[src/rtl/rmp_consts.svh]
`ifndef RMP_CONSTS_SVH
`define RMP_CONSTS_SVH

// Clock rates in MHz
`define RMP_XTAL_MHZ       25
`define RMP_REFCLK_MHZ     50

// Register indices; byte address is index times four
`define RMP_IDX_CTRL       5'h00
`define RMP_IDX_STRAP      5'h19
`define RMP_IDX_INTCS      5'h1b
`define RMP_IDX_CTRL2      5'h1f

// Field positions
`define RMP_BIT_DUPLEX     8
`define RMP_BIT_ISOLATE    10
`define RMP_BIT_IRQPOL     9
`define RMP_BIT_EV_RXERR   0
`define RMP_BIT_EV_CRS     1
`define RMP_BIT_EV_TXEN    2

// Reset values
`define RMP_CTRL_RST       16'h0000
`define RMP_CTRL2_RST      16'h0000
`define RMP_INTEN_RST      8'h00

// Mode strap codes
`define RMP_MODE_RMII      3'h1
`define RMP_MODE_MII100    3'h4

// Management frame counts
`define RMP_MDIO_PRE       6'h20
`define RMP_MDIO_HDR_LAST  5'h0c
`define RMP_MDIO_DATA_LAST 5'h0f
`define RMP_MDIO_OP_RD     2'h2
`define RMP_MDIO_OP_WR     2'h1

`endif

[src/rtl/rmp_pkg.sv]
package rmp_pkg;

	typedef enum logic [4:0] {
		MS_IDLE = 5'h01,
		MS_HDR  = 5'h02,
		MS_TA   = 5'h04,
		MS_RD   = 5'h08,
		MS_WR   = 5'h10
	} rmp_mdio_state_type;

	typedef struct packed {
		logic        we;
		logic [4:0]  idx;
		logic [15:0] wdata;
	} rmp_mreq_type;

	typedef struct packed {
		logic [2:0] addr;
		logic [2:0] mode;
		logic       duplex_pin;
		logic       iso;
	} rmp_strap_type;

	typedef struct packed {
		logic       crs_dv;
		logic       rx_er;
		logic [1:0] rxd;
	} rmp_rx_type;

	typedef struct packed {
		logic       valid;
		logic [1:0] d;
	} rmp_dibit_type;

endpackage

[src/rtl/rmp_mdio_slave.sv]
`timescale 1ns/1ps
`default_nettype none
`include "rmp_consts.svh"

module rmp_mdio_slave (
	input  wire logic                  clk_i,
	input  wire logic                  rst_n_i,
	input  wire logic                  mdc_i,
	input  wire logic                  mdio_i,
	output logic                       mdio_o,
	output logic                       mdio_oe_o,
	input  wire logic [2:0]            phy_addr_i,
	input  wire logic [15:0]           rdata_i,
	output logic                       req_o,
	output rmp_pkg::rmp_mreq_type      req_data_o
);

	rmp_pkg::rmp_mdio_state_type state_q, state_d;
	logic [5:0]                  ones_q, ones_d;
	logic [4:0]                  cnt_q, cnt_d;
	logic [15:0]                 sh_q, sh_d;
	logic                        mdc_q;
	logic                        rd_q, rd_d;
	logic                        out_q, out_d;
	logic                        oe_q, oe_d;
	logic                        req_q, req_d;
	rmp_pkg::rmp_mreq_type       rq_q, rq_d;
	logic                        rise;
	logic [12:0]                 hdr;

	// ----------------------------------------
	// Frame engine
	// ----------------------------------------
	assign rise = mdc_i & ~mdc_q;
	assign hdr  = {sh_q[11:0], mdio_i};

	always_comb begin
		state_d = state_q;
		ones_d  = ones_q;
		cnt_d   = cnt_q;
		sh_d    = sh_q;
		rd_d    = rd_q;
		out_d   = out_q;
		oe_d    = oe_q;
		req_d   = 1'b0;
		rq_d    = rq_q;
		// Read data captured one cycle after the request
		if (req_q && !rq_q.we) begin
			sh_d = rdata_i;
		end
		// [RULE13] Bits move at management clock rises
		if (rise) begin
			case (state_q)
				rmp_pkg::MS_IDLE: begin
					if (mdio_i) begin
						ones_d = (ones_q == `RMP_MDIO_PRE) ? ones_q : ones_q + 6'h01;
					end else if (ones_q == `RMP_MDIO_PRE) begin
						state_d = rmp_pkg::MS_HDR;
						cnt_d   = 5'h00;
						ones_d  = 6'h00;
					end else begin
						ones_d = 6'h00;
					end
				end
				rmp_pkg::MS_HDR: begin
					sh_d  = {sh_q[14:0], mdio_i};
					cnt_d = cnt_q + 5'h01;
					if (cnt_q == `RMP_MDIO_HDR_LAST) begin
						rq_d.idx   = hdr[4:0];
						rq_d.we    = 1'b0;
						rq_d.wdata = 16'h0000;
						cnt_d      = 5'h00;
						state_d    = rmp_pkg::MS_IDLE;
						// Frames for another address are let pass silently
						if (hdr[12] && hdr[9:5] == {2'h0, phy_addr_i}) begin
							if (hdr[11:10] == `RMP_MDIO_OP_RD) begin
								state_d = rmp_pkg::MS_TA;
								rd_d    = 1'b1;
								req_d   = 1'b1;
							end else if (hdr[11:10] == `RMP_MDIO_OP_WR) begin
								state_d = rmp_pkg::MS_TA;
								rd_d    = 1'b0;
							end
						end
					end
				end
				rmp_pkg::MS_TA: begin
					cnt_d = cnt_q + 5'h01;
					if (cnt_q == 5'h00) begin
						oe_d  = rd_q;
						out_d = 1'b0;
					end else begin
						cnt_d   = 5'h00;
						state_d = rd_q ? rmp_pkg::MS_RD : rmp_pkg::MS_WR;
						if (rd_q) begin
							out_d = sh_q[15];
							sh_d  = {sh_q[14:0], 1'b0};
						end
					end
				end
				rmp_pkg::MS_RD: begin
					cnt_d = cnt_q + 5'h01;
					out_d = sh_q[15];
					sh_d  = {sh_q[14:0], 1'b0};
					if (cnt_q == `RMP_MDIO_DATA_LAST) begin
						oe_d    = 1'b0;
						state_d = rmp_pkg::MS_IDLE;
					end
				end
				rmp_pkg::MS_WR: begin
					cnt_d = cnt_q + 5'h01;
					sh_d  = {sh_q[14:0], mdio_i};
					if (cnt_q == `RMP_MDIO_DATA_LAST) begin
						req_d      = 1'b1;
						rq_d.we    = 1'b1;
						rq_d.wdata = {sh_q[14:0], mdio_i};
						state_d    = rmp_pkg::MS_IDLE;
					end
				end
				default: begin
					state_d = rmp_pkg::MS_IDLE;
				end
			endcase
		end
	end

	always_ff @(posedge clk_i or negedge rst_n_i) begin
		if (!rst_n_i) begin
			state_q <= rmp_pkg::MS_IDLE;
			ones_q  <= 6'h00;
			cnt_q   <= 5'h00;
			sh_q    <= 16'h0000;
			mdc_q   <= 1'b0;
			rd_q    <= 1'b0;
			out_q   <= 1'b0;
			oe_q    <= 1'b0;
			req_q   <= 1'b0;
			rq_q    <= '0;
		end else begin
			state_q <= state_d;
			ones_q  <= ones_d;
			cnt_q   <= cnt_d;
			sh_q    <= sh_d;
			mdc_q   <= mdc_i;
			rd_q    <= rd_d;
			out_q   <= out_d;
			oe_q    <= oe_d;
			req_q   <= req_d;
			rq_q    <= rq_d;
		end
	end

	assign mdio_o     = out_q;
	assign mdio_oe_o  = oe_q;
	assign req_o      = req_q;
	assign req_data_o = rq_q;

endmodule

`default_nettype wire

[src/rtl/rmp_phy_mac_side.sv]
// Summary of operation
// [RULE1] Reference clock for MAC from crystal clock
// [RULE2] Two receive bits per period while valid
// [RULE3] Capture two transmit bits while enabled
// [RULE4] One combined carrier sense/data valid output
// [RULE5] Receive error output flags bad data
// [RULE6] Address straps sampled at reset
// [RULE7] Duplex strap latched into control bit 8
// [RULE8] Three mode straps latched at reset
// [RULE9] Receive error pin latched as isolate
// [RULE10] Strap pins inputs in reset, outputs after (here the receive pins stay inputs while isolated)
// [RULE11] Interrupt pin from control/status register
// [RULE12] Control2 bit 9 sets interrupt polarity
// [RULE13] Management clock in, data synchronous
// [RULE14] Mode 001 reduced, 100 full; others reserved (here 100 leaves the datapath idle like the reserved codes)
// [RULE15] Duplex pin high half, low full
// [RULE16] Straps captured once, held until reset
//
// The placing of the registers and register access over APB are this design's own decisions.
`timescale 1ns/1ps
`default_nettype none
`include "rmp_consts.svh"

module rmp_phy_mac_side #(
	parameter int unsigned REF_DIV = `RMP_XTAL_MHZ * 2 / `RMP_REFCLK_MHZ
) (
	input  wire logic                  clk_i,
	input  wire logic                  rst_n_i,
	// APB slave
	input  wire logic                  psel_i,
	input  wire logic                  penable_i,
	input  wire logic                  pwrite_i,
	input  wire logic [11:0]           paddr_i,
	input  wire logic [31:0]           pwdata_i,
	output logic [31:0]                prdata_o,
	output logic                       pready_o,
	output logic                       pslverr_o,
	// Reference clock toward the MAC
	output logic                       ref_clk_en_o,
	output logic                       ref_tick_o,
	// Dual-role receive pins
	input  wire logic [1:0]            rxd_i,
	output logic [1:0]                 rxd_o,
	output logic [1:0]                 rxd_oe_o,
	input  wire logic                  crs_dv_i,
	output logic                       crs_dv_o,
	output logic                       crs_dv_oe_o,
	input  wire logic                  rx_er_i,
	output logic                       rx_er_o,
	output logic                       rx_er_oe_o,
	// Pure strap pins
	input  wire logic [1:0]            addr_strap_i,
	output logic [1:0]                 addr_strap_o,
	output logic [1:0]                 addr_strap_oe_o,
	input  wire logic [1:0]            mode_strap_i,
	output logic [1:0]                 mode_strap_o,
	output logic [1:0]                 mode_strap_oe_o,
	// Transmit from MAC
	input  wire logic                  tx_en_i,
	input  wire logic [1:0]            txd_i,
	// Line side
	input  wire logic                  line_rx_valid_i,
	input  wire logic [1:0]            line_rxd_i,
	input  wire logic                  line_rx_err_i,
	output rmp_pkg::rmp_dibit_type     line_tx_o,
	// Management port and interrupt
	input  wire logic                  mdc_i,
	input  wire logic                  mdio_i,
	output logic                       mdio_o,
	output logic                       mdio_oe_o,
	output logic                       irq_out_o,
	output logic [4:0]                 phy_bus_address_o
);

	// ----------------------------------------
	// Register state
	// ----------------------------------------
	logic                  done_q, done_d;
	rmp_pkg::rmp_strap_type strap_q, strap_d;
	logic [15:0]           ctrl_q, ctrl_d;
	logic [15:0]           ctrl2_q, ctrl2_d;
	logic [7:0]            inten_q, inten_d;
	logic [7:0]            intsts_q, intsts_d;
	logic [31:0]           prdata_q, prdata_d;
	logic [7:0]            div_q, div_d;
	rmp_pkg::rmp_rx_type   rx_q, rx_d;
	rmp_pkg::rmp_dibit_type tx_q, tx_d;
	logic                  txen_q, txen_d;
	logic                  mreq;
	rmp_pkg::rmp_mreq_type mreq_data;
	logic [15:0]           mrdata;
	logic [4:0]            apb_idx;
	logic                  apb_ok;
	logic                  apb_acc;
	logic                  ref_en;
	logic                  active;
	logic [7:0]            ev;
	logic [7:0]            clr;

	function automatic logic idx_mapped(input logic [4:0] idx);
		idx_mapped = (idx == `RMP_IDX_CTRL) || (idx == `RMP_IDX_STRAP) ||
			(idx == `RMP_IDX_INTCS) || (idx == `RMP_IDX_CTRL2);
	endfunction

	function automatic logic [15:0] reg_read(input logic [4:0] idx);
		reg_read = 16'h0000;
		if (idx == `RMP_IDX_CTRL) begin
			reg_read = ctrl_q;
		end else if (idx == `RMP_IDX_STRAP) begin
			reg_read = {8'h00, strap_q};
		end else if (idx == `RMP_IDX_INTCS) begin
			// [RULE11] Enables high, pending low
			reg_read = {inten_q, intsts_q};
		end else if (idx == `RMP_IDX_CTRL2) begin
			reg_read = ctrl2_q;
		end
	endfunction

	// ----------------------------------------
	// Bus decode
	// ----------------------------------------
	assign apb_idx   = paddr_i[6:2];
	assign apb_ok    = (paddr_i[1:0] == 2'h0) && (paddr_i[11:7] == 5'h00) && idx_mapped(apb_idx);
	assign apb_acc   = psel_i & penable_i;
	// Zero wait states: read data is registered in the setup cycle
	assign pready_o  = 1'b1;
	assign pslverr_o = apb_acc & ~apb_ok;
	assign prdata_o  = prdata_q;
	assign mrdata    = reg_read(mreq_data.idx);

	// ----------------------------------------
	// Reference clock and datapath
	// ----------------------------------------
	// [RULE1] Period tick derived from crystal clock
	assign ref_en       = (div_q == 8'h00);
	assign ref_tick_o   = ref_en & done_q;
	assign ref_clk_en_o = done_q;
	// [RULE14] Only the reduced code runs the datapath
	assign active = done_q && (strap_q.mode == `RMP_MODE_RMII) && !ctrl_q[`RMP_BIT_ISOLATE];

	always_comb begin
		div_d  = (div_q == 8'(REF_DIV - 1)) ? 8'h00 : div_q + 8'h01;
		rx_d   = rx_q;
		tx_d   = tx_q;
		txen_d = txen_q;
		ev     = 8'h00;
		if (ref_en) begin
			// [RULE2] Dibit presented with valid
			rx_d.crs_dv = active & line_rx_valid_i;
			rx_d.rxd    = (active & line_rx_valid_i) ? line_rxd_i : 2'h0;
			// [RULE5] Error only alongside valid data
			rx_d.rx_er  = active & line_rx_valid_i & line_rx_err_i;
			// [RULE3] Transmit dibit captured per period
			tx_d.valid  = active & tx_en_i;
			tx_d.d      = (active & tx_en_i) ? txd_i : 2'h0;
			txen_d      = active & tx_en_i;
			ev[`RMP_BIT_EV_RXERR] = rx_d.rx_er & ~rx_q.rx_er;
			ev[`RMP_BIT_EV_CRS]   = rx_d.crs_dv & ~rx_q.crs_dv;
			ev[`RMP_BIT_EV_TXEN]  = txen_d & ~txen_q;
		end
	end

	// ----------------------------------------
	// Straps and registers
	// ----------------------------------------
	always_comb begin
		done_d   = 1'b1;
		strap_d  = strap_q;
		ctrl_d   = ctrl_q;
		ctrl2_d  = ctrl2_q;
		inten_d  = inten_q;
		prdata_d = prdata_q;
		clr      = 8'h00;
		// [RULE16] Straps taken once after release
		if (!done_q) begin
			// [RULE6] Address from three straps
			strap_d.addr       = {rxd_i[1], addr_strap_i};
			// [RULE8] Mode from three straps
			strap_d.mode       = {crs_dv_i, mode_strap_i};
			strap_d.duplex_pin = rxd_i[0];
			// [RULE9] Isolate from error pin
			strap_d.iso        = rx_er_i;
			// [RULE7] Duplex bit set from strap
			// [RULE15] High pin means half duplex
			ctrl_d[`RMP_BIT_DUPLEX]  = ~rxd_i[0];
			ctrl_d[`RMP_BIT_ISOLATE] = rx_er_i;
		end
		if (psel_i && !penable_i && !pwrite_i) begin
			prdata_d = {16'h0000, reg_read(apb_idx)};
		end
		if (apb_acc && apb_ok) begin
			if (pwrite_i) begin
				if (apb_idx == `RMP_IDX_CTRL) begin
					ctrl_d = pwdata_i[15:0];
				end else if (apb_idx == `RMP_IDX_INTCS) begin
					inten_d = pwdata_i[15:8];
				end else if (apb_idx == `RMP_IDX_CTRL2) begin
					ctrl2_d = pwdata_i[15:0];
				end
			end else if (apb_idx == `RMP_IDX_INTCS) begin
				clr = clr | prdata_q[7:0];
			end
		end
		// Management writes land after the bus, so they win a collision
		if (mreq) begin
			if (mreq_data.we) begin
				if (mreq_data.idx == `RMP_IDX_CTRL) begin
					ctrl_d = mreq_data.wdata;
				end else if (mreq_data.idx == `RMP_IDX_INTCS) begin
					inten_d = mreq_data.wdata[15:8];
				end else if (mreq_data.idx == `RMP_IDX_CTRL2) begin
					ctrl2_d = mreq_data.wdata;
				end
			end else if (mreq_data.idx == `RMP_IDX_INTCS) begin
				clr = clr | intsts_q;
			end
		end
		// New events survive a read-clear in the same cycle
		intsts_d = (intsts_q & ~clr) | ev;
	end

	always_ff @(posedge clk_i or negedge rst_n_i) begin
		if (!rst_n_i) begin
			done_q   <= 1'b0;
			strap_q  <= '0;
			ctrl_q   <= `RMP_CTRL_RST;
			ctrl2_q  <= `RMP_CTRL2_RST;
			inten_q  <= `RMP_INTEN_RST;
			intsts_q <= 8'h00;
			prdata_q <= 32'h0000_0000;
			div_q    <= 8'h00;
			rx_q     <= '0;
			tx_q     <= '0;
			txen_q   <= 1'b0;
		end else begin
			done_q   <= done_d;
			strap_q  <= strap_d;
			ctrl_q   <= ctrl_d;
			ctrl2_q  <= ctrl2_d;
			inten_q  <= inten_d;
			intsts_q <= intsts_d;
			prdata_q <= prdata_d;
			div_q    <= div_d;
			rx_q     <= rx_d;
			tx_q     <= tx_d;
			txen_q   <= txen_d;
		end
	end

	// ----------------------------------------
	// Pins
	// ----------------------------------------
	// [RULE10] Pins float in reset; strap pins drive afterwards, receive pins only when not isolated
	assign rxd_oe_o        = {2{done_q & ~ctrl_q[`RMP_BIT_ISOLATE]}};
	// [RULE4] Single carrier/valid output
	assign crs_dv_oe_o     = done_q & ~ctrl_q[`RMP_BIT_ISOLATE];
	assign rx_er_oe_o      = done_q & ~ctrl_q[`RMP_BIT_ISOLATE];
	assign addr_strap_oe_o = {2{done_q}};
	assign mode_strap_oe_o = {2{done_q}};
	assign addr_strap_o    = 2'h0;
	assign mode_strap_o    = 2'h0;
	assign rxd_o           = rx_q.rxd;
	assign crs_dv_o        = rx_q.crs_dv;
	assign rx_er_o         = rx_q.rx_er;
	assign line_tx_o       = tx_q;
	assign phy_bus_address_o = {2'h0, strap_q.addr};
	// [RULE12] Low active unless polarity bit set
	assign irq_out_o = ~(ctrl2_q[`RMP_BIT_IRQPOL] ^ (|(intsts_q & inten_q)));

	// [RULE13] Management frames via serial engine
	rmp_mdio_slave u_mdio (
		.clk_i      (clk_i),
		.rst_n_i    (rst_n_i),
		.mdc_i      (mdc_i),
		.mdio_i     (mdio_i),
		.mdio_o     (mdio_o),
		.mdio_oe_o  (mdio_oe_o),
		.phy_addr_i (strap_q.addr),
		.rdata_i    (mrdata),
		.req_o      (mreq),
		.req_data_o (mreq_data)
	);

endmodule

`default_nettype wire

[config.mk]
export PLATFORM = sky130hd
export DESIGN_NAME = rmp_phy_mac_side
export DESIGN_NICKNAME = d
export VERILOG_FILES = /design/src/rtl/rmp_pkg.sv /design/src/rtl/rmp_mdio_slave.sv /design/src/rtl/rmp_phy_mac_side.sv
export VERILOG_INCLUDE_DIRS = /design/src /design/src/rtl
export SDC_FILE = /design/constraint.sdc
export NUM_CORES = 1
export LEC_CHECK = 0
export ABC_AREA = 1
export BUFFER_PORTS_ARGS = -buffer_cell sky130_fd_sc_hd__buf_2
export CAP_MARGIN = 20
export CORE_ASPECT_RATIO = 1.25
export CORE_MARGIN = 1.5
export CORE_UTILIZATION = 55
export DETAILED_ROUTE_END_ITERATION = 16
export MAX_ROUTING_LAYER = met4
export PLACE_DENSITY = 0.77
export SLEW_MARGIN = 20
export SYNTH_ARGS = -nofsm -noshare
export SYNTH_HDL_FRONTEND = slang
export SYNTH_SLANG_ARGS = --single-unit
[constraint.sdc]
create_clock -name clk_i -period 2.3 [get_ports clk_i]
set_clock_uncertainty 0.05 [all_clocks]
set_input_delay 0 -clock clk_i [delete_from_list [all_inputs] [get_ports clk_i]]
set_output_delay 0 -clock clk_i [all_outputs]
set_load 0.05 [all_outputs]
# == Word-level counts from Yosys, hierarchy flattened ==
# Cells that the tools add are included.
# Widths: inputs -> output; s select.
# totals
regBits,147
latch_bits,0
ramBits,0
rom_bits,0
mem_count,0
# op_classes
addsub,3
mul,0
div_mod_pow,0
magnitude_cmp,0
n_eq_ne,28
shifts,0
muxes,85
bitwise_logic,25
reduce_logical,37
# ops
operator,n
$mux 16,29
$mux 8,15
$mux 5,12
$pmux 16 s3,1
$pmux 5 s4,2
$eq 5x5->1 const B,7
$pmux 16 s2,1
$mux 22,1
$logic_not 5->1,4
$and 8x8->8,2
$eq 5x4->1 const B,3
$mux 1,14
$mux 6,2
$ne 2x1->1 const B,6
$reduce_and 4->1,3
$and 1x1->1,11
$logic_and 1x1->1,9
$reduce_and 3->1,3
$add 8x1->8 const B,1
$logic_not 8->1,1
$not 1->1,8
$not 8->8,1
$or 8x3->8,1
$or 8x8->8,1
other kinds (25),40

# == Logic depth before layout (Yosys ltp) ==
# Gate-level depths: netlist (run 1).
# logic_depth
word_depth,14
mapped_depth,12
ltp_nobuf,11

# == Hierarchy ==
# A second synthesis (run 1) with hierarchy kept.
# unflattened
hier_cells,1403
area_unflattened_um2,9501.6
# by_module_without_submodules
module,n_inst,cells_per_inst,area_each_um2,seq_area_each_um2
rmp_phy_mac_side,1,960,6202.2,2202.1
rmp_mdio_slave,1,443,3299.4,1477.7

# == Worst setup path after synthesis (run 1) ==
# Ideal clock, no wire load.
# synth_timing
path_kind,flip-flop to output port
from,"reg done_q, in the netlist ref_clk_en_o"
to,out rx_er_oe_o
arrival_time_ns,2.186
setup_slack_ns,0.064
path_stages_with_launch,4
path_cell_list,dfrtp_1 > clkinv_1 > nor2_1 > buf_4
# synth_via
elab_chain_len,1
# synth_lines
element,line_no,source
from (decl),rmp_phy_mac_side.sv:78,"logic done_q, done_d;"
from (signal assigned),rmp_phy_mac_side.sv:236,done_q <= done_d;
$and 1x1->1,--,
to (decl),rmp_phy_mac_side.sv:50,"output logic rx_er_oe_o,"
# Every way passes these cells.

# == Worst setup path after layout (run 1) ==
# layout_timing
from,in pwrite_i
to,"reg prdata_q[13], in the netlist prdata_o[13]"
# layout_via
elab_chain_len,2
# layout_lines
element,line_no,source
from (decl),rmp_phy_mac_side.sv:32,"input wire logic pwrite_i,"
$logic_not 1->1,rmp_phy_mac_side.sv:188,if (psel_i && !penable_i && !pwrite_i) begin
$logic_and 1x1->1,rmp_phy_mac_side.sv:188,
to (signal assigned),rmp_phy_mac_side.sv:242,prdata_q <= prdata_d;
to (decl),rmp_phy_mac_side.sv:84,"logic [31:0] prdata_q, prdata_d;"
# Every way passes these cells.
# A chain may end at the register's enable or synchronous reset.

==> results.cfg, run 1 <==
[worst_setup_path]
crit_arrival_ns = 2.33
cp_max_fo = 24
reg2reg_depth = 8
worst_r2r_endpoint = rxd_o[0]
endpoint_kind = flop
critPathRequiredTime_ns = 2.53
path_class = in2reg
r2r-start = div_q[0]
cp-startpoint = pwrite_i
crit_path_end = prdata_o[13]
startpoint_type = input pin
r2r_slack_ns = 0.20

[floorplanning]
core_area_mm2 = 0.0151
die-area_mm2 = 0.0163
dieWidth_um = 114
initial_core_util_pct = 56.5
rows = 50
ios = 129
die_height_um = 142

[pwr]
pwr_density_cell_mw_per_mm2 = 735
internal_power_mw = 5.07
clock_power_share_pct = 38.1
p_sw_mw = 2.39
pwr-share-comb_pct = 19.9
irDropWorstVdd_uv = 506
p_seq_share_pct = 42.0
p_leak_nw = 5.51
swShare_pct = 32.1

[drt]
dr.pass1.iters = 6
drcViolationCount = 0
drt_wl_total_um = 23800
vias_per_cell = 5.33
num_vias = 8171
wl_per_cell_um = 15.5
drtIter0Drc = 621
antenna_left = 0

[placement]
dp_hpwl_um = 16400
io_buffer_count = 89
place_congestion = 0.958

[cells_and_area]
drive_gt1_share_pct = 14.7
layout_common_cells = nand2_1, inv_1, dfrtp_1, nand3_1, o21ai_0
multi_input_area_mm2 = 0.00388
antenna_cells = 0
n_fill_cell = 1241
area_growth_pct = 19.2
nets = 1387
final_common_cell = nand2_1
seq_area_mm2 = 0.00368

[synthesis]
synth_top_area_share_pct = 42.9
synth.area.top_cells = dfrtp_1, nand2_1, nand3_1
synth.distinct_cells = 41
synth_warnings = 0
yosysSeqAreaShare_pct = 43.2
synth-edff-count = 0
synth_top_cell_by_area = dfrtp_1
synthArstFlopShare_pct = 100
ys_ff_latch = 147
synthesis.area_mm2 = 0.00852
syn_inst = 1178
avgSynthCellArea_um2 = 7.23
ys.flop_type = dfrtp_1

[sta]
finalSetupTns_ns = 0
finalHoldViolations = 0
fin_crit_ns = 2.10
finalCritPeriodShare_pct = 91.4
worst_pin_slew_ns = 0.993
slew_headroom_pct = 33.3
finalMaxSlewViolations = 0
setup_viol = 0
fmaxAchievable_ghz = 0.476
rsz0062_at_grt = no
whs_ns = 0.0261

[global_route]
antenna_found_initial = 0
grt_max_degree = 67
track_usage_pct = 31.3
grt_pass1_vias = 7512
grt_pass1_wl_um = 38200
grt_overflow = 0

[run_status]
status = complete, no violations

[clock_tree]
cts_root_buffer = clkbuf_16
clock_path_buffers = 2
tritoncts = done
cts_made_buffers = 17
numClockSinks = 147
clk_latency_ns = 0.44
path_clk_slew_ns = 0.06
htreeDepth = 4

[job]
drv_cap = 0

[min_path]
hp-class = in2reg
how the worst min path moves through the flow:
stage	from	end	slack, ns	cells after the start
floorplan	rst_n_i	crs_dv_o	-0.35	0
global placement	rst_n_i	u_mdio.sh_q[12]	-0.02	1
detailed placement	rst_n_i	u_mdio.sh_q[11]	-0.02	1
CTS	psel_i	prdata_o[7]	0.008	5
global route	psel_i	prdata_o[3]	0.08	5
finish	psel_i	prdata_o[7]	0.03	5
sequential cells by signal, indices dropped and copies added (netlist names), 3 cells and up:
register / flops
ctrl_q: 16
prdata_o: 16
strap_q: 5
u_mdio.cnt_q: 5
inten_q: 8
ctrl2_q: 16
intsts_q: 8
u_mdio.sh_q: 16
phy_bus_address_o: 3
u_mdio.ones_q: 6
div_q: 8
u_mdio.state_q: 5
u_mdio.req_data_o: 22
power groups by stage:
stage               logic [mW]  clock network [mW]  registers [mW]
CTS                       1.48                2.87            3.13
global route              1.67                2.98            3.17
global placement          1.39                   0            3.16
finish                    1.49                2.84            3.14
detailed placement        1.42                   0            3.17
floorplan                 1.03                   0            3.17
kinds of logic (layout without fill, tap and decap cells):
logic type,count (synthesis),count (layout),synth area share [%]
xor+xnor,7,7,0.720
buf+inv,230,356,12.3
compound gates,169,169,11.1
fa+ha+maj,8,8,1.17
simple gates,614,614,31.3
flops,147,147,43.2
other cells,2,24,0.0882
mux,1,1,0.132
synth_stat cells (9+ instances only):
| cell type | count |
|---|---|
| nor2_1 | 58 |
| dfrtp_1 | 146 |
| clkbuf_1 | 17 |
| nor3_1 | 11 |
| buf_2 | 9 |
| nand3_1 | 123 |
| o21ai_0 | 101 |
| a21oi_1 | 21 |
| o211ai_1 | 13 |
| nand2_1 | 383 |
| buf_4 | 41 |
| inv_1 | 152 |
metal layers:
layer / global-route usage [%] / part of all wire [%] / up-vias
li1: - / - / 3965
met1: 38.6 / 40 / 3705
met2: 48.4 / 47 / 433
met3: 7.20 / 8.7 / 68
met4: 15.9 / 3.9 / 0
met5: - / 0 / -
layout make-up:
cell class / instances / share of cell area [%]
clock buffers: 21 / 4.44
clock inverters: 11 / 1.49
inverters: 160 / 5.92
multi-input cells: 823 / 38.2
flip-flops and latches: 147 / 36.2
well taps: 208 / 2.56
repair buffers: 164 / 11.1
per-stage QoR:
step / instances / instance area [µm²] / power [mW] / utilization (%) / worst slack (ns)
finish: 1534 / 10200 / 7.46 / 67.3 / 0.197
global route: 1534 / 10200 / 7.82 / 67.3 / 0.0228
CTS: 1534 / 10100 / 7.48 / 67.3 / 0.198
detailed placement: 1461 / 9130 / 4.59 / 60.6 / 0.344
global placement: 1461 / 9130 / 4.55 / 60.6 / 0.377
floorplan: 1200 / 8600 / 4.20 / - / 0.0640
what timing repair did:
item,in CTS,in global routing
hold endpoints to repair,167,0
buffers inserted,0,0
gates resized for setup,0,4
setup endpoints to repair,0,4
hold buffers,41,0
critical path, stage by stage:
cell	delay [ns]
dlygate4sd3_1	0.53
buf_2	0.15
nor3_1	0.80
inv_1	0.60
nand2_1	0.16
o21ai_0	0.09
(Power assumes the default switching activity.)
==> run 2, diff against run 1 <==
- HOLD_SLACK_MARGIN: unset -> 0.15
- RECOVER_POWER: unset -> 25
- REMOVE_ABC_BUFFERS: unset -> 1
==> results.cfg, run 2 (same netlist as run 1, synthesis figures left out) <==
[run_status]
status = complete, no violations

[worst_setup_path]
cp_slowest_stage_delay_ns = 0.55
crit_arrival_ns = 2.44
cp-startpoint = penable_i
cpMaxStageDelayCell = dlygate4sd3_1
path_class = in2reg
startpoint_type = input pin
critPathRequiredTime_ns = 2.56
crit_buf_inv = 6
endpoint_kind = flop
path_delay_family = buffers and inverters
cp_cell_sequence = dlygate4sd3_1 -> buf_2 -> nand2_1 -> inv_1 -> nand3_4 -> clkinvlp_4 -> buf_4 -> nand3_1 -> nand3_1 -> o31ai_1 -> dlygate4sd3_1
r2r-start = u_mdio.req_data_o[17]
cp_max_fo = 19

[drt]
drtIter0Drc = 635
vias_per_cell = 5.32
antenna_left = 0
drt_wl_total_um = 23100
dr.pass1.iters = 5
drcViolationCount = 0
num_vias = 8154
wl_per_cell_um = 15.1

[placement]
io_buffer_count = 89
place_congestion = 0.941
dp_hpwl_um = 16300
placed_area_mm2 = 0.00913

[floorplanning]
core_area_mm2 = 0.0151
rows = 50
ios = 129
initial_core_util_pct = 56.5
dieWidth_um = 114
die-area_mm2 = 0.0163
die_height_um = 142

[global_route]
grt_overflow = 0
grt_pass1_vias = 7711
grt_max_degree = 58
track_usage_pct = 30.7
antenna_found_initial = 0
grt_pass1_wl_um = 37400

[sta]
fmaxAchievable_ghz = 0.458
fin_crit_ns = 2.18
whs_ns = 0.170
slew_headroom_pct = 26.8
finalMaxSlewViolations = 0
finalCritPeriodShare_pct = 94.9
finalHoldViolations = 0
rsz0062_at_grt = no
setup_viol = 0
worst_pin_slew_ns = 1.10

[clock_tree]
numClockSinks = 147
tritoncts = done
clock_path_buffers = 2
htreeDepth = 4
clk_latency_ns = 0.43
cts_made_buffers = 17
cts_root_buffer = clkbuf_16
path_clk_slew_ns = 0.06

[pwr]
p_leak_nw = 5.53
pwr_density_cell_mw_per_mm2 = 739
irDropWorstVdd_uv = 559

[cells_and_area]
drive_gt1_share_pct = 14.6
antenna_cells = 0
seq_area_mm2 = 0.00368
multi_input_area_mm2 = 0.00389
layout_common_cells = nand2_1, inv_1, dfrtp_1, nand3_1, o21ai_0
fin_area_mm2 = 0.0102
nets = 1387
final_common_cell = nand2_1
n_fill_cell = 1253
largest_reg_flops = 22
area_growth_pct = 19.6

[min_path]
hp-class = in2reg
hp-start = mdc_i

[job]
drv_cap = 0
## run 2: cell types whose count changed in the layout (fill, tap and decap cells not counted), moves of 2 or more
cell / change
buf_4: -5
clkbuf_2: +2
clkbuf_8: +2
dlygate4sd3_1: +2
## run 2: cell type report
class                      count  area share (%)
clock inverter                11            1.47
clock buffer                  21            4.62
tap                          208            2.55
timing repair buffer         164            11.1
sequential                   147            36.1
inverter                     160            5.97
multi-input combinational    823            38.1
## run 2: final timing paths
kind	depth (start not counted)	end	slack, ns
setup / recovery	11	intsts_q[0]	0.12
hold / removal	2	u_mdio.mdc_q	0.17
setup reg to reg	8	intsts_q[0]	0.19
hold reg to reg	1	div_q[0]	0.41
max in group asynchronous	4	u_mdio.sh_q[12]	0.32
min in group asynchronous	3	u_mdio.state_q[0]	0.77
## run 2: layer usage
metal / up-vias / share of wire (%) / track usage (%)
met4: 0 / 3.5 / 14.0
met1: 3712 / 41 / 37.6
met2: 401 / 47 / 49.7
li1: 3978 / - / -
met3: 63 / 7.7 / 5.24
met5: - / 0 / -
## run 2: through the flow
step | setup TNS, ns | utilization [%] | std cells | power [mW] | setup WS (ns)
after global routing | 0 | 67.6 | 1534 | 7.90 | 0.00648
after detailed placement | 0 | 60.6 | 1458 | 4.60 | 0.371
after CTS | 0 | 67.7 | 1534 | 7.56 | 0.0536
final | 0 | 67.6 | 1534 | 7.53 | 0.118
after global placement | 0 | 60.6 | 1458 | 4.55 | 0.410
after floorplan | -27.16 | - | 1130 | 4.13 | -3.08
## run 2: timing repair
action	in CTS	in global routing
endpoints found under the setup margin	0	3
hold buffers	44	0
endpoints found under the hold margin	235	0
setup buffers	0	0
gates resized for setup	0	6
## run 2: where the power goes
group          internal, mW  switching [mW]
clock network          1.80            1.10
registers              2.88           0.237
logic                 0.457            1.06
==> run 3, diff against run 2 <==
- CTS_BUF_LIST: unset -> sky130_fd_sc_hd__clkbuf_8
- PLACE_DENSITY: 0.77 -> 0.82
==> results.cfg, run 3 (same netlist as run 1, synthesis figures left out) <==
[clock_tree]
htreeDepth = 4
post_cts_buffers = 0
cts_root_buffer = clkbuf_8
tritoncts = done
numClockSinks = 147
clk_latency_ns = 0.46
cts_made_buffers = 17
clock_path_buffers = 2
path_clk_slew_ns = 0.08

[worst_setup_path]
crit_path_frequent_cell = inv_1
path_class = reg2reg
cpMaxStageDelayCell = dlygate4sd3_1
cp_slowest_stage_delay_ns = 0.56
r2r_slack_ns = 0.15
critPathRequiredTime_ns = 2.60
endpoint_kind = flop
cp_max_fo = 10
worst_r2r_endpoint = intsts_q[0]
r2r-start = u_mdio.req_data_o[17]
crit_arrival_ns = 2.45
cp-startpoint = u_mdio.req_data_o[17]
cp_cell_sequence = inv_1 -> nor3_2 -> nand2_2 -> nor2_1 -> inv_1 -> nand3_1 -> o31ai_1 -> dlygate4sd3_1
reg2reg_depth = 8
startpoint_type = flop

[floorplanning]
rows = 50
dieWidth_um = 114
die_height_um = 142
die-area_mm2 = 0.0163
ios = 129
initial_core_util_pct = 56.5
core_area_mm2 = 0.0151

[global_route]
antenna_found_initial = 0
grt_pass1_vias = 8114
grt_overflow = 0
grt_pass1_wl_um = 39000
grt_max_degree = 61
track_usage_pct = 31.9

[pwr]
internal_power_mw = 4.36
swShare_pct = 34.5
p_leak_nw = 5.35
irDropWorstVdd_uv = 577
clock_power_share_pct = 30.2
pwr_density_cell_mw_per_mm2 = 667
p_seq_share_pct = 47.1
total_power_mw = 6.65
pwr-share-comb_pct = 22.8
p_sw_mw = 2.29

[sta]
worst_pin_slew_ns = 1.43
finalMaxSlewViolations = 0
finalCritPeriodShare_pct = 93.7
fin_crit_ns = 2.15
slew_headroom_pct = 4.74
rsz0062_at_grt = no
setup_viol = 0
fmaxAchievable_ghz = 0.464
finalHoldViolations = 0

[cells_and_area]
layout_common_cells = nand2_1, inv_1, dfrtp_1, nand3_1, o21ai_0
n_fill_cell = 1275
area_growth_pct = 17.1
final_common_cell = nand2_1
final_cells = 1539
antenna_cells = 0
drive_gt1_share_pct = 13.2
largest_reg_flops = 22
nets = 1392

[drt]
wl_per_cell_um = 15.4
drcViolationCount = 0
num_vias = 8354
vias_per_cell = 5.43
antenna_left = 0
drtIter0Drc = 800
dr.pass1.iters = 7
drt_wl_total_um = 23800

[min_path]
hp-class = in2reg
hold_end = ctrl2_q[7]
hp-start = paddr_i[9]
hold_depth = 10

[run_status]
status = complete, no violations

[placement]
io_buffer_count = 89
place_inst = 1461
place_congestion = 0.946
dp_hpwl_um = 16300

[job]
drv_cap = 0
## run 3: cell count changes in the layout (fill, tap and decap cells not counted), moves of 3 or more
cell           delta
buf_2            -18
buf_4             +3
clkbuf_1         +18
clkbuf_16        -17
clkbuf_8         +17
dlygate4sd3_1     +3
inv_1             +4
## run 3: power by group through the flow
stage	Combinational [mW]	Clock, mW	Sequential [mW]
global placement	1.39	0	3.16
finish	1.51	2.01	3.13
floorplan	0.931	0	3.20
CTS	1.50	2.02	3.12
detailed placement	1.43	0	3.16
global route	1.70	2.13	3.16
## run 3: worst max path at each step
stage,slack [ns],end
floorplan,-3.08,crs_dv_oe_o
global placement,0.42,u_mdio.req_data_o[2]
detailed placement,0.31,u_mdio.req_data_o[0]
CTS,0.07,intsts_q[0]
global route,0.03,intsts_q[0]
finish,0.15,intsts_q[0]
## run 3: layout make-up
| cell class | count | area, µm² | area share [%] |
|---|---|---|---|
| clock inverter | 12 | 116 | 1.17 |
| inverter | 160 | 604 | 6.06 |
| clock buffer | 20 | 275 | 2.76 |
| multi-input combinational | 823 | 3880 | 38.9 |
| timing repair buffer | 169 | 1160 | 11.6 |
| sequential | 147 | 3680 | 36.9 |
| tap | 208 | 260 | 2.61 |
## run 3: layer usage
layer	up-vias	track usage [%]	wire length, µm
met1	3788	38.0	9240
met4	0	17.5	1110
met2	482	50.7	11300
met3	112	6.64	2120
met5	-	-	0
li1	3972	-	-
## run 3: critical path, delay by kind of cell (launching register included)
| family | cells | cell delay [ns] |
|---|---|---|
| buf+inv | 3 | 0.79 |
| simple gates | 4 | 0.71 |
| flops | 1 | 0.40 |
| compound gates | 1 | 0.08 |
## run 3: repair_timing
| item | in CTS | in global routing |
|---|---|---|
| setup endpoints to repair | 0 | 4 |
| endpoints found under the hold margin | 240 | 0 |
| hold buffers | 46 | 0 |
| resized for setup | 0 | 4 |
## run 3: metrics by stage
stage | hold slack [ns] | setup WS (ns) | TNS (ns) | area (µm²) | utilization (%)
after global placement | -0.0246 | 0.421 | 0 | 9140 | 60.6
after floorplan | -0.346 | -3.08 | -27.16 | 8150 | -
after CTS | 0.153 | 0.0675 | 0 | 10000 | 66.3
after global routing | 0.211 | 0.0288 | 0 | 9980 | 66.2
final | 0.165 | 0.145 | 0 | 9980 | 66.2
after detailed placement | -0.0322 | 0.310 | 0 | 9140 | 60.6
